<file path="src/logic/sram_ctrl_pkg.sv">
// Constants and types for the asynchronous static memory controller.
// Assumes a 200 MHz system clock; times are in nanoseconds.
package sram_ctrl_pkg;
  localparam int unsigned ADDR_W       = 15;
  localparam int unsigned DATA_W       = 8;
  localparam int unsigned CLK_PERIOD_NS = 5;
  // Slowest speed grade timing, nanoseconds
  localparam int unsigned READ_CYCLE_NS              = 70;
  localparam int unsigned ADDR_TO_DATA_NS            = 70;
  localparam int unsigned SELECT_TO_WRITE_END_NS     = 60;
  localparam int unsigned WRITE_PULSE_NS             = 50;
  localparam int unsigned DATA_SETUP_TO_WRITE_END_NS = 30;
  localparam int unsigned WRITE_STROBE_FLOAT_DELAY_NS = 25;
  localparam int unsigned OUTPUT_FLOAT_NS            = 25;
  // Cycle counts; least times round up
  localparam int unsigned READ_CYC  =
    (ADDR_TO_DATA_NS + CLK_PERIOD_NS - 1) / CLK_PERIOD_NS;
  localparam int unsigned WRITE_CYC =
    (SELECT_TO_WRITE_END_NS + CLK_PERIOD_NS - 1) / CLK_PERIOD_NS;
  localparam int unsigned FLOAT_CYC =
    (WRITE_STROBE_FLOAT_DELAY_NS + CLK_PERIOD_NS - 1) / CLK_PERIOD_NS;
  localparam int unsigned SETUP_CYC =
    (DATA_SETUP_TO_WRITE_END_NS + CLK_PERIOD_NS - 1) / CLK_PERIOD_NS;
  localparam int unsigned RECOVER_CYC =
    (OUTPUT_FLOAT_NS + CLK_PERIOD_NS - 1) / CLK_PERIOD_NS;
  localparam int unsigned CNT_W = 5;
  typedef enum logic [2:0] {
    ST_IDLE, ST_RD_STROBE, ST_WR_FLOAT, ST_WR_DRIVE, ST_WR_END, ST_RECOVER
  } ctrl_state_t;
endpackage

</file>
<file path="src/logic/sram_ctrl.sv">
// Host-side controller sequencing a 32K x 8 asynchronous static memory.
// Assumes the memory strobes are wired straight to the pin outputs.
//
// Contract
// RULE1: Memory holds 32768 bytes, 15-bit address
// RULE2: Select and write low store bus byte
// RULE3: Select, output enable low read drives
// RULE4: Memory drives only when reading
// RULE5: Select high means standby, strobes ignored
// RULE6: Write lasts exactly the strobe overlap
// RULE7: Write starts both low, ends either rising
// RULE8: Data setup referenced to ending strobe
// RULE9: Write cycle at least float plus setup
// RULE10: Drive data only after memory floats
// RULE11: Memory floats while output enable high
// RULE12: Simultaneous strobe rise keeps bus floating
// RULE13: Address valid by select falling edge
// RULE14: Memory contents undefined until written
`timescale 1ns/1ps
module sram_ctrl (
  input  wire logic                               sys_clk_in,
  input  wire logic                               srst_in,
  input  wire logic                               req_valid_in,
  input  wire logic                               req_write_in,
  input  wire logic [sram_ctrl_pkg::ADDR_W-1:0]   req_addr_in,
  input  wire logic [sram_ctrl_pkg::DATA_W-1:0]   req_wdata_in,
  output logic                                    req_ready_out,
  output logic                                    rd_valid_out,
  output logic [sram_ctrl_pkg::DATA_W-1:0]        rd_data_out,
  output logic [sram_ctrl_pkg::ADDR_W-1:0]        address_bus_out,
  output logic                                    select_n_out,
  output logic                                    write_en_n_out,
  output logic                                    out_en_n_out,
  input  wire logic [sram_ctrl_pkg::DATA_W-1:0]   data_bus_in,
  output logic [sram_ctrl_pkg::DATA_W-1:0]        data_bus_out,
  output logic                                    data_bus_oe_n_out
);
  import sram_ctrl_pkg::*;

  ////////////////////////////////////////////////////////////////////////////
  // Pin input synchroniser, three stages
  logic [DATA_W-1:0] sync1_q;
  logic [DATA_W-1:0] sync2_q;
  logic [DATA_W-1:0] sync3_q;
  logic [DATA_W-1:0] stable_q;

  always_ff @(posedge sys_clk_in) begin
    sync1_q <= data_bus_in;
    sync2_q <= sync1_q;
    sync3_q <= sync2_q;
  end

  always_ff @(posedge sys_clk_in) begin
    if (srst_in) begin
      stable_q <= '0;
    end else if (sync2_q == sync3_q) begin
      stable_q <= sync3_q;
    end
  end

  ////////////////////////////////////////////////////////////////////////////
  // Sequencer
  ctrl_state_t       state_q;
  logic [CNT_W-1:0]  cnt_q;
  logic              write_q;

  function automatic logic [CNT_W-1:0] cyc(input int unsigned n);
    cyc = CNT_W'(n - 1);
  endfunction

  always_ff @(posedge sys_clk_in) begin
    if (srst_in) begin
      state_q <= ST_IDLE;
      cnt_q   <= '0;
      write_q <= 1'b0;
    end else begin
      case (state_q)
        ST_IDLE: begin
          if (req_valid_in) begin
            write_q <= req_write_in;
            if (req_write_in) begin
              state_q <= ST_WR_FLOAT;
              cnt_q   <= cyc(FLOAT_CYC);
            end else begin
              state_q <= ST_RD_STROBE;
              cnt_q   <= cyc(READ_CYC + 3);
            end
          end
        end
        ST_RD_STROBE: begin
          if (cnt_q == '0) begin
            state_q <= ST_RECOVER;
            cnt_q   <= cyc(RECOVER_CYC);
          end else begin
            cnt_q <= cnt_q - 1'b1;
          end
        end
        ST_WR_FLOAT: begin
          if (cnt_q == '0) begin
            state_q <= ST_WR_DRIVE;
            cnt_q   <= cyc(WRITE_CYC - FLOAT_CYC);
          end else begin
            cnt_q <= cnt_q - 1'b1;
          end
        end
        ST_WR_DRIVE: begin
          if (cnt_q == '0) begin
            state_q <= ST_WR_END;
          end else begin
            cnt_q <= cnt_q - 1'b1;
          end
        end
        ST_WR_END: begin
          state_q <= ST_IDLE;
        end
        ST_RECOVER: begin
          if (cnt_q == '0) begin
            state_q <= ST_IDLE;
          end else begin
            cnt_q <= cnt_q - 1'b1;
          end
        end
        default: begin
          state_q <= ST_IDLE;
        end
      endcase
    end
  end

  ////////////////////////////////////////////////////////////////////////////
  // Address and strobe pins
  always_ff @(posedge sys_clk_in) begin
    if (srst_in) begin
      address_bus_out <= '0;
    end else if (state_q == ST_IDLE && req_valid_in) begin
      address_bus_out <= req_addr_in; // RULE13 RULE1
    end
  end

  always_ff @(posedge sys_clk_in) begin
    if (srst_in) begin
      select_n_out   <= 1'b1;
      write_en_n_out <= 1'b1;
      out_en_n_out   <= 1'b1;
    end else begin
      // Select falls one cycle after the address settles
      select_n_out   <= !(state_q == ST_RD_STROBE || state_q == ST_WR_FLOAT
                          || state_q == ST_WR_DRIVE); // RULE13 RULE5
      // Both strobes rise together to end the write
      write_en_n_out <= !(state_q == ST_WR_FLOAT || state_q == ST_WR_DRIVE); // RULE7 RULE6
      out_en_n_out   <= !(state_q == ST_RD_STROBE); // RULE11
    end
  end

  ////////////////////////////////////////////////////////////////////////////
  // Write data drive
  always_ff @(posedge sys_clk_in) begin
    if (srst_in) begin
      data_bus_out      <= '0;
      data_bus_oe_n_out <= 1'b1;
    end else begin
      if (state_q == ST_IDLE && req_valid_in && req_write_in) begin
        data_bus_out <= req_wdata_in;
      end
      // Drive only after the float delay, held through the strobe rise
      data_bus_oe_n_out <= !(state_q == ST_WR_DRIVE || state_q == ST_WR_END); // RULE10 RULE8 RULE9
    end
  end

  ////////////////////////////////////////////////////////////////////////////
  // Request handshake and read return
  always_ff @(posedge sys_clk_in) begin
    if (srst_in) begin
      req_ready_out <= 1'b0;
      rd_valid_out  <= 1'b0;
      rd_data_out   <= '0;
    end else begin
      req_ready_out <= (state_q == ST_IDLE && !req_valid_in)
                       || (state_q == ST_WR_END)
                       || (state_q == ST_RECOVER && cnt_q == '0);
      rd_valid_out  <= 1'b0;
      if (state_q == ST_RD_STROBE && cnt_q == '0) begin
        rd_data_out  <= stable_q; // RULE3 RULE14
        rd_valid_out <= 1'b1;
      end
    end
  end

  ////////////////////////////////////////////////////////////////////////////
  // Checks
  logic [CNT_W-1:0]  we_low_q;

  // Counts cycles of write strobe low
  always_ff @(posedge sys_clk_in) begin
    if (srst_in) begin
      we_low_q <= '0;
    end else if (write_en_n_out) begin
      we_low_q <= '0;
    end else begin
      we_low_q <= we_low_q + 1'b1;
    end
  end
endmodule

</file>
<file path="config.mk">
export PLATFORM = sky130hd
export DESIGN_NAME = sram_ctrl
export DESIGN_NICKNAME = d
export VERILOG_FILES = /design/src/logic/sram_ctrl_pkg.sv /design/src/logic/sram_ctrl.sv
export SDC_FILE = /design/constraint.sdc
export NUM_CORES = 1
export LEC_CHECK = 0
export ABC_AREA = 1
export BUFFER_PORTS_ARGS = -buffer_cell sky130_fd_sc_hd__buf_2
export CORE_ASPECT_RATIO = 1.1
export CORE_UTILIZATION = 43
export DETAILED_ROUTE_END_ITERATION = 12
export PLACE_DENSITY = 0.72
export SYNTH_ARGS = -nofsm -noshare
export SYNTH_HDL_FRONTEND = slang
export SYNTH_SLANG_ARGS = --single-unit
</file>
<file path="constraint.sdc">
create_clock -name sys_clk_in -period 3 [get_ports sys_clk_in]
set_clock_uncertainty 0.2 [all_clocks]
set_input_delay 0.6 -clock sys_clk_in [delete_from_list [all_inputs] [get_ports sys_clk_in]]
set_output_delay 0.6 -clock sys_clk_in [all_outputs]
set_load 0.01 [all_outputs]
</file>
---- Word level (Yosys, flattened, before mapping) ----
Cells that the tools add are included.
word-level totals
  register bits after elaboration ......... 77
  input bits .............................. 35
  output and inout bits ................... 37
  word-level logic and storage cells ...... 64
operators by class
  add/sub/neg operators ................... 1
  eq/ne operators ......................... 12
  mux-type cells .......................... 14
  reductions and logical operators ........ 22
operators by type and width
  cell                                              count
  2-to-1 mux 5 bit                                  5
  case mux 5 bit (4 select lines)                   1
  2-to-1 mux 3 bit                                  5
  case mux 3 bit (5 select lines)                   1
  inequality test 2 bit, second input constant      6
  == test 8 bit                                     1
  == test 3 x 2 -> 1 bit, second input constant     2
  == test 3 bit, second input constant              2
  logical OR 1 bit                                  6
  logical AND 1 bit                                 5
  logical NOT 1 bit                                 5
  logical NOT 5 bit                                 1
  AND reduction 5 bit                               1
  subtractor 5 x 1 -> 5 bit, second input constant  1
  nonzero test 4 bit                                1
  == test 3 x 1 -> 1 bit, second input constant     1
  logical NOT 3 bit                                 1
  AND reduction 3 bit                               1
  2-to-1 mux 2 bit                                  1
  OR reduction 2 bit                                1
  2-to-1 mux 1 bit                                  1

---- Logic depth before layout (Yosys ltp) ----
Gate-level depths: netlist (run 1).
  depth after elaboration ................. 4
  mapped depth ............................ 9
  mapped depth without buffers ............ 9

---- Worst setup path before layout (run 1) ----
Ideal clock, no wire load.
  path kind ............................... input to register
  start ................................... input srst_in
  end ..................................... register address_bus_out[10] (netlist bit)
  setup time .............................. 0.116 ns
  arrival time ............................ 1.229 ns
  required time ........................... 2.684 ns
  slack ................................... 1.455 ns
  stages on the path ...................... 5
  buffers on the path ..................... 2
  cells stage by stage .................... clkbuf_1 > inv_1 > clkbuf_1 > o21ai_0 > nor2_1
RTL lines
  element               line              RTL
  start, declared       sram_ctrl.sv:22   input wire logic srst_in,
  end signal, assigned  sram_ctrl.sv:136  address_bus_out <= req_addr_in;
  end, declared         sram_ctrl.sv:30   output logic [sram_ctrl_pkg::ADDR_W-1:0] address_bus_out,

---- Worst setup path in the final report (run 1) ----
  start ................................... register state_q[0]
  end ..................................... register data_bus_out[5] (netlist bit)
on the way
  word-level cells in the longest chain between the ends .. 3
ends and longest elaborated chain
  element                         line              RTL
  start, declared                 sram_ctrl.sv:63   ctrl_state_t state_q;
  start signal, assigned          sram_ctrl.sv:73   state_q <= ST_IDLE;
  start signal, assigned          sram_ctrl.sv:82   state_q <= ST_WR_FLOAT;
  start signal, assigned          sram_ctrl.sv:85   state_q <= ST_RD_STROBE;
  logical NOT 3 bit               sram_ctrl.sv:162  if (state_q == ST_IDLE && req_valid_in && req_write_in) begin
  logical AND 1 bit (2 in a row)  sram_ctrl.sv:162
  end signal, assigned            sram_ctrl.sv:163  data_bus_out <= req_wdata_in;
  end, declared                   sram_ctrl.sv:35   output logic [sram_ctrl_pkg::DATA_W-1:0] data_bus_out,
No other way between the ends.
A chain may end at the register's enable or synchronous reset.

==> results of run 1 <==
[worst max-delay path: stages, from the launching register on]
cell and delay [ns]:
dfxtp_1 0.44, nor2_4 0.21, inv_2 0.09, nor2_8 0.28
nand2_2 0.21, nand2_1 0.11, a21oi_1 0.06
[final timing paths]
| path | startpoint | to | slack (ns) |
|---|---|---|---|
| worst max-delay path | state_q[0] | data_bus_out[5] | 1.27 |
| worst min-delay path | sync1_q[4] | sync2_q[4] | 0.13 |
| worst max register to register | state_q[0] | data_bus_out[5] | 1.27 |
| worst min register to register | sync1_q[4] | sync2_q[4] | 0.13 |
[metal layers]
metal	track usage, %	up-vias	wire, um
li1	-	1209	-
met1	20.99	1009	2489
met2	25.39	58	2412
met3	4.947	9	280
met4	10.91	0	125
met5	0	-	0
[synth_stat cells]
cell type  instances
inv_2              8
nand4_1            3
a31oi_1            1
dfxtp_1           77
a21oi_1           13
o21ai_1            1
nand3_2            1
o211ai_1           1
nand3b_1           6
nand2_4            2
buf_6              2
nor2_8             1
nor2_1            76
buf_2              2
xnor2_1            6
nand3_1           22
nand2_1           46
inv_1             12
nor2_2             4
nand3_4            1
a22oi_1            1
xor2_1             4
buf_4              1
ha_1               1
clkinv_2           1
nor2_4             3
o21ai_0           24
nand2_2            7
clkbuf_1           5
a21oi_2            1
[sequential cells by signal (all words and copies together) (netlist names)]
register / cells
address_bus_out: 15
cnt_q: 5
data_bus_oe_n_out: 1
data_bus_out: 8
out_en_n_out: 1
rd_data_out: 8
rd_valid_out: 1
req_ready_out: 1
select_n_out: 1
stable_q: 8
state_q: 3
sync1_q: 8
sync2_q: 8
sync3_q: 8
write_en_n_out: 1
[area by class of cell]
class                           count  area, sq um
Inverter                           21        80.08
Timing Repair Buffer               71        355.3
Tap cell                           80        100.1
Fill cell                         607         2841
Clock buffer                        9        123.9
Sequential cell                    77         1541
Multi-Input combinational cell    225         1125
Clock inverter                      7        63.81
[cells by family after synthesis]
| family | after synthesis | synth area share (%) |
|---|---|---|
| AND/OR/NAND/NOR | 172 | 28.68 |
| flip-flops | 77 | 54.95 |
| AO/OA/AOI/OAI | 42 | 7.850 |
| buffers and inverters | 31 | 4.951 |
| XOR/XNOR | 10 | 3.122 |
| adder cells (fa/ha/maj) | 1 | 0.4460 |
[report_power, final]
part	total (mW)	switching [mW]	internal, mW
combinational	1.04	0.666	0.374
sequential	1.34	0.125	1.21
clock	0.739	0.417	0.322
==> impl_metrics.yaml, run 1 <==
routing:
  drt-pass1-iter-count: 4
  drc: 0
  ant_nets: 0
  wl_per_cell_um: 10.83
  drt_iter0_drc: 139
  routed_wl_um: 5308
  viasPerCell: 4.663
  vias: 2285
layout:
  fin_area_sq_um: 3390
  fin_cells: 490
  antenna_cells: 0
  final_cell_mix: "dfxtp_1, nor2_1, buf_2"
  utilization_pct: 54.40
  drive_above_1_share_pct: 28.29
  finalNetCount: 441
  final_common_cell: "dfxtp_1"
  syn2layout_area_growth_pct: 20.83
global_routing:
  grt_first_pass_wirelength_um: 8838
  antenna_found_initial: 0
  grt_max_degree: 35
  overflow: 0
  grt_use_total_pct: 16.87
  grt_pass1_vias: 2025
clock_network:
  cts_buffer_depth: 2
  cts_setup_buffers: 0
  cts-root-buf: "clkbuf_8"
  clock_latency_ns: 0.35
  cts.sinks: 77
  holdBufCountCts: 0
  path_clk_slew_ns: 0.09
  numCtsBuffers: 9
  cts-resized-gates: 0
  cts_tree: "yes"
  cts-htree-levels: 3
worst_hold_path:
  holdPathStages: 0
  hold_class: "reg2reg"
timing:
  rsz0062_at_grt: "no"
  fmax_ghz: 0.5773
  setup_tns_ns: 0
  period_minus_slack_ns: 1.732
  max_slew_margin_pct: 43.91
  drv_slew: 0
  finalHoldViolCount: 0
  finalCritPeriodShare_pct: 57.74
  hold_slack_ns: 0.1325
  setup_viol: 0
  setup_ws_ns: 1.268
  tightestPinTransition_ns: 0.8404
synth:
  synthTopCellsByArea: "dfxtp_1, nor2_1, nand2_1"
  synth_top_area_share_pct: 54.95
  postSynthCellCount: 333
  synth_area_sq_um: 2805
  yosysWarnings: 0
  syn_avg_cell_area_sq_um: 8.424
  syn_nets: 369
  synth_seq_cells: 77
  ys_types: 30
  synth_area_leader_cell: "dfxtp_1"
  synth_seq_area_share_pct: 54.95
place:
  dp_cells: 474
  io_buffers: 71
  dp_slack_ns: 0.9145
  place_area_sq_um: 3202
  gp_congestion: 0.8076
  hpwl_um: 3729
worst_setup_path:
  rr_worst_depth: 6
  crit_fanout: 25
  critPathLaunchType: "register"
  worst-setup-path-type: "reg2reg"
  cp.required_ns: 3.04
  arrival_ns: 1.77
  cp-end-kind: "register"
floorplan:
  core_sq_um: 6231
  die_area_sq_um: 6851
  die_h_um: 86.71
  die_w_um: 79.01
  row_count: 30
  start_util_pct: 45.02
  io_pins: 72
pwr:
  power_density_nw_per_um2: 919.6
  leakagePower_nw: 1.602
  power.total_mw: 3.117
  ir_drop_v: 0.0004633
job:
  maxCapViolCount: 0
run_status:
  outcome: "finished clean"
(Power assumes the default switching activity.)
==> inputs of run 2 (changes only) <==
==> constraint.sdc (replaced) <==
create_clock -name sys_clk_in -period 1.6 [get_ports sys_clk_in]
set_clock_uncertainty 0.2 [all_clocks]
set_input_delay 0.32 -clock sys_clk_in [delete_from_list [all_inputs] [get_ports sys_clk_in]]
set_output_delay 0.32 -clock sys_clk_in [all_outputs]
set_load 0.01 [all_outputs]
==> run 2 against run 1 <==
First-iteration DRC count rose by 3.6%. Clock-buffer cell count rose by 2. Largest power group unchanged. Sequential cell count did not move. Hold slack got worse by 0.12 ns. Non-clock buffer count rose by 36. Clock power rose by 87%. Via count rose by 7.3%. Die area did not move. Global-route usage rose by 1.6 points.
==> impl_metrics.yaml, run 2 (synthesized netlist as in run 1, its figures left out) <==
run_status:
  outcome: "finished clean"
routing:
  wl_per_cell_um: 11.39
  vias: 2452
  drc: 0
  routed_wl_um: 5990
  viasPerCell: 4.662
  drt_iter0_drc: 144
  drt-pass1-iter-count: 5
  ant_nets: 0
timing:
  setup_ws_ns: 0.08093
  setup_viol: 0
  fmax_ghz: 0.6583
  finalHoldViolCount: 0
  hold_slack_ns: 0.009416
  max_slew_margin_pct: 85.09
  setup_tns_ns: 0
  drv_slew: 0
  tightestPinTransition_ns: 0.2233
  period_minus_slack_ns: 1.519
  finalCritPeriodShare_pct: 94.94
worst_setup_path:
  worst-setup-path-type: "reg2reg"
  rr_worst_depth: 8
  timing.reg2reg.setup_slack_ns: 0.08
  regToRegStartpoint: "cnt_q[1]"
  cp-end-kind: "register"
  arrival_ns: 1.56
  r2r-end: "cnt_q[1]"
  crit_fanout: 6
  critPathLaunchType: "register"
  cp.required_ns: 1.64
place:
  place_area_sq_um: 3274
  gp_congestion: 0.8684
  dp_cells: 482
  dp_slack_ns: 0.04816
  io_buffers: 71
  hpwl_um: 3949
layout:
  final_common_cell: "nor2_1"
  fin_area_sq_um: 3769
  multi_input_area_sq_um: 1152
  largest_reg_flops: 15
  utilization_pct: 60.48
  final_cell_mix: "nor2_1, dfxtp_1, buf_2"
  final-seq-area_sq_um: 1544
  antenna_cells: 0
  syn2layout_area_growth_pct: 34.34
  finalNetCount: 477
  regMostFlops: "address_bus_out"
  drive_above_1_share_pct: 30.04
  fin_cells: 526
  fillers: 559
clock_network:
  numCtsBuffers: 9
  cts_buffer_depth: 2
  clock_latency_ns: 0.35
  cts.sinks: 77
  cts_tree: "yes"
  cts-root-buf: "clkbuf_8"
  path_clk_slew_ns: 0.07
  cts-htree-levels: 3
floorplan:
  core_sq_um: 6231
  die_w_um: 79.01
  row_count: 30
  die_h_um: 86.71
  die_area_sq_um: 6851
  io_pins: 72
  start_util_pct: 45.02
global_routing:
  grt_use_met2_pct: 29.15
  grt_use_total_pct: 18.49
  grt_use_met1_pct: 22.30
  grt_max_degree: 35
  antenna_found_initial: 0
  grt_first_pass_wirelength_um: 9729
  top_usage_layer: "met2"
  overflow: 0
  grt_pass1_vias: 2268
  met3_usage_pct: 5.789
pwr:
  switching_share_pct: 37.24
  seqPwrFrac_pct: 40.3
  p_sw_mw: 2.320
  power.total_mw: 6.231
  leakagePower_nw: 1.774
  pwr-share-comb_pct: 37.5
  power_density_nw_per_um2: 1654
  ir_drop_v: 0.0008784
  power_frac_clock_pct: 22.2
  p_int_mw: 3.911
worst_hold_path:
  worstHoldStart: "req_addr_in[2]"
  holdPathStages: 3
  hold_class: "in2reg"
  min_to: "address_bus_out[2]"
job:
  maxCapViolCount: 0
run 2: worst max-delay path by stage:
stage,endpoint,cells past startpoint,from,slack (ns)
after global placement,rd_data_out[6],7,cnt_q[0],0.08
final,cnt_q[1],8,cnt_q[1],0.08
after detailed placement,rd_data_out[6],7,cnt_q[0],0.05
after floorplan,cnt_q[2],8,cnt_q[0],0.14
after CTS,rd_data_out[6],7,cnt_q[0],0.03
after global routing,cnt_q[2],8,cnt_q[1],-0.01
run 2: per-layer routing:
layer	vias to the layer above	part of all wire, %	routed length (um)
li1	1279	-	-
met1	1084	44	2661
met2	75	47	2833
met3	14	5.8	347
met4	0	2.5	147
met5	-	0	0
run 2: cell type report:
type                    instances  share of cell area (%)
well taps                      80                   2.656
multi-input cells             225                   30.58
repair buffers                107                   18.39
clock buffers                  11                   4.017
clock inverters                 5                   1.129
flip-flops and latches         77                   40.97
inverters                      21                   2.258
run 2: power groups by stage:
stage,sequential (mW),clock (mW),combinational (mW)
2_1_floorplan,2.60,0,1.41
3_3_place_gp,2.53,0,2.01
3_5_place_dp,2.53,0,2.05
4_1_cts,2.49,1.42,2.10
5_1_grt,2.56,1.51,2.62
6_report,2.51,1.38,2.34
run 2: worst max-delay path, stage by stage (launching register included):
cell and delay (ns):
dfxtp_1 0.33, inv_1 0.09, ha_4 0.15, nand3_4 0.14, buf_4 0.17, inv_1 0.09, nand3_1 0.08, nand3_1 0.11
a21oi_2 0.06
run 2: timing repair:
item	4_1_cts	5_1_grt
endpoints found under the hold margin	24	0
gates resized for setup	0	11
setup buffers	0	6
setup endpoints to repair	0	29
hold buffers	22	0
==> inputs of run 3 (changes only) <==
--- a/config.mk
+++ b/config.mk
@@ -6,7 +6,7 @@
 export NUM_CORES = 1
 export LEC_CHECK = 0
 export ABC_AREA = 1
-export BUFFER_PORTS_ARGS = -buffer_cell sky130_fd_sc_hd__buf_2
+export BUFFER_PORTS_ARGS = -buffer_cell sky130_fd_sc_hd__buf_4
 export CORE_ASPECT_RATIO = 1.1
 export CORE_UTILIZATION = 43
 export DETAILED_ROUTE_END_ITERATION = 12
==> run 3 against run 2 <==
Fmax is 0.59% higher. Highest routed layer unchanged. Sequential cell count unchanged. Final area increased by 3.8%. Critical path depth decreased by 1. First-iteration DRC count is 24% lower. Via count is 0.12% lower. Clock power up 3%.
==> impl_metrics.yaml, run 3 (synthesized netlist as in run 1, its figures left out) <==
run_status:
  outcome: "finished clean"
worst_setup_path:
  regToRegStartpoint: "cnt_q[0]"
  timing.reg2reg.setup_slack_ns: 0.09
  arrival_ns: 1.55
  worst-setup-path-type: "reg2reg"
  cp.required_ns: 1.64
  cp-end-kind: "register"
  r2r-end: "rd_data_out[4]"
  critPathLaunchType: "register"
  rr_worst_depth: 7
  crit_fanout: 8
routing:
  ant_nets: 0
  vias: 2449
  drt-pass1-iter-count: 4
  wl_per_cell_um: 11.19
  routed_wl_um: 5839
  drc: 0
  viasPerCell: 4.692
  drt_iter0_drc: 109
pwr:
  ir_drop_v: 0.0007292
  leakagePower_nw: 1.782
  power_density_nw_per_um2: 1604
floorplan:
  die_h_um: 86.71
  core_sq_um: 6231
  die_w_um: 79.01
  die_area_sq_um: 6851
  start_util_pct: 45.02
  row_count: 30
  io_pins: 72
clock_network:
  cts.sinks: 77
  cts-root-buf: "clkbuf_8"
  path_clk_slew_ns: 0.07
  cts_buffer_depth: 2
  clock_latency_ns: 0.35
  numCtsBuffers: 9
  cts-htree-levels: 3
  cts_tree: "yes"
timing:
  tightestPinTransition_ns: 0.2171
  finalCritPeriodShare_pct: 94.39
  setup_tns_ns: 0
  drv_slew: 0
  setup_viol: 0
  max_slew_margin_pct: 85.53
  finalHoldViolCount: 0
  period_minus_slack_ns: 1.510
  rsz0062_at_grt: "yes"
  fmax_ghz: 0.6622
place:
  place_area_sq_um: 3437
  io_buffers: 71
  gp_congestion: 0.8387
  hpwl_um: 3940
layout:
  fin_area_sq_um: 3910
  final_common_cell: "buf_4"
  largest_reg_flops: 15
  fillers: 542
  regMostFlops: "address_bus_out"
  syn2layout_area_growth_pct: 39.38
  final_cell_mix: "buf_4, nor2_1, dfxtp_1"
  antenna_cells: 0
  finalNetCount: 473
  drive_above_1_share_pct: 28.73
worst_hold_path:
  min_to: "address_bus_out[1]"
  worstHoldStart: "req_addr_in[1]"
  holdPathStages: 3
  hold_class: "in2reg"
global_routing:
  grt_max_degree: 35
  grt_first_pass_wirelength_um: 9542
  grt_pass1_vias: 2310
  grt_use_total_pct: 18.25
  antenna_found_initial: 0
  overflow: 0
job:
  maxCapViolCount: 0
## run 3: cell type report
| class | instances | area, sq um | area share [%] |
|---|---|---|---|
| multi-input cells | 225 | 1137 | 29.09 |
| flip-flops and latches | 77 | 1544 | 39.49 |
| well taps | 80 | 100.1 | 2.560 |
| repair buffers | 103 | 853.3 | 21.82 |
| inverters | 21 | 82.58 | 2.112 |
| clock buffers | 11 | 131.4 | 3.360 |
| clock inverters | 5 | 61.31 | 1.568 |
## run 3: worst max path at each step
| stage | startpoint | endpoint | slack [ns] | cells past startpoint |
|---|---|---|---|---|
| 2_1_floorplan | cnt_q[0] | cnt_q[2] | 0.14 | 8 |
| 3_3_place_gp | state_q[0] | rd_data_out[6] | 0.08 | 5 |
| 3_5_place_dp | state_q[0] | address_bus_out[4] | 0.04 | 6 |
| 4_1_cts | state_q[0] | rd_data_out[6] | 0.02 | 5 |
| 5_1_grt | cnt_q[0] | rd_data_out[5] | -0.01 | 7 |
| 6_report | cnt_q[0] | rd_data_out[4] | 0.09 | 7 |
## run 3: routing by layer
layer / part of all wire [%] / track usage, % / vias to the layer above
met4: 2.8 / 10.91 / 0
li1: - / - / 1276
met2: 47 / 30.41 / 58
met5: 0 / 0 / -
met1: 45 / 19.99 / 1101
met3: 5.1 / 6.316 / 14
## run 3: stage by stage
stage | utilization (%) | power, mW | hold WS, ns | setup slack (ns) | cells
after floorplan | - | 4.009 | 0.1096 | 0.1417 | 333
after global placement | 55.16 | 4.669 | 0.1100 | 0.08202 | 480
after detailed placement | 55.16 | 4.695 | 0.1144 | 0.04487 | 480
after CTS | 61.79 | 6.165 | 0.0003769 | 0.02462 | 518
after global routing | 62.75 | 6.711 | 0.03407 | -0.01119 | 522
final | 62.75 | 6.271 | 0.006062 | 0.08982 | 522
## run 3: power by group
group / total (mW) / internal [mW] / switching, mW / leakage, nW
logic: 2.33 / 1.04 / 1.30 / 1.06
clock network: 1.42 / 0.723 / 0.694 / 0.0858
registers: 2.52 / 2.28 / 0.242 / 0.637
total: 6.27 / 4.04 / 2.23 / 1.78
## run 3: critical path: stages, from the launching register on
cell and delay (ns):
dfxtp_1 0.31, inv_1 0.09, ha_2 0.21, nand3_4 0.14, nor2_4 0.20, inv_2 0.09
nor2_1 0.10, nor2_1 0.05
## run 3: repair_timing
item / 4_1_cts / 5_1_grt
hold buffers: 22 / 0
gates resized for setup: 0 / 7
endpoints found under the hold margin: 22 / 0
setup buffers: 0 / 4
endpoints found under the setup margin: 0 / 39
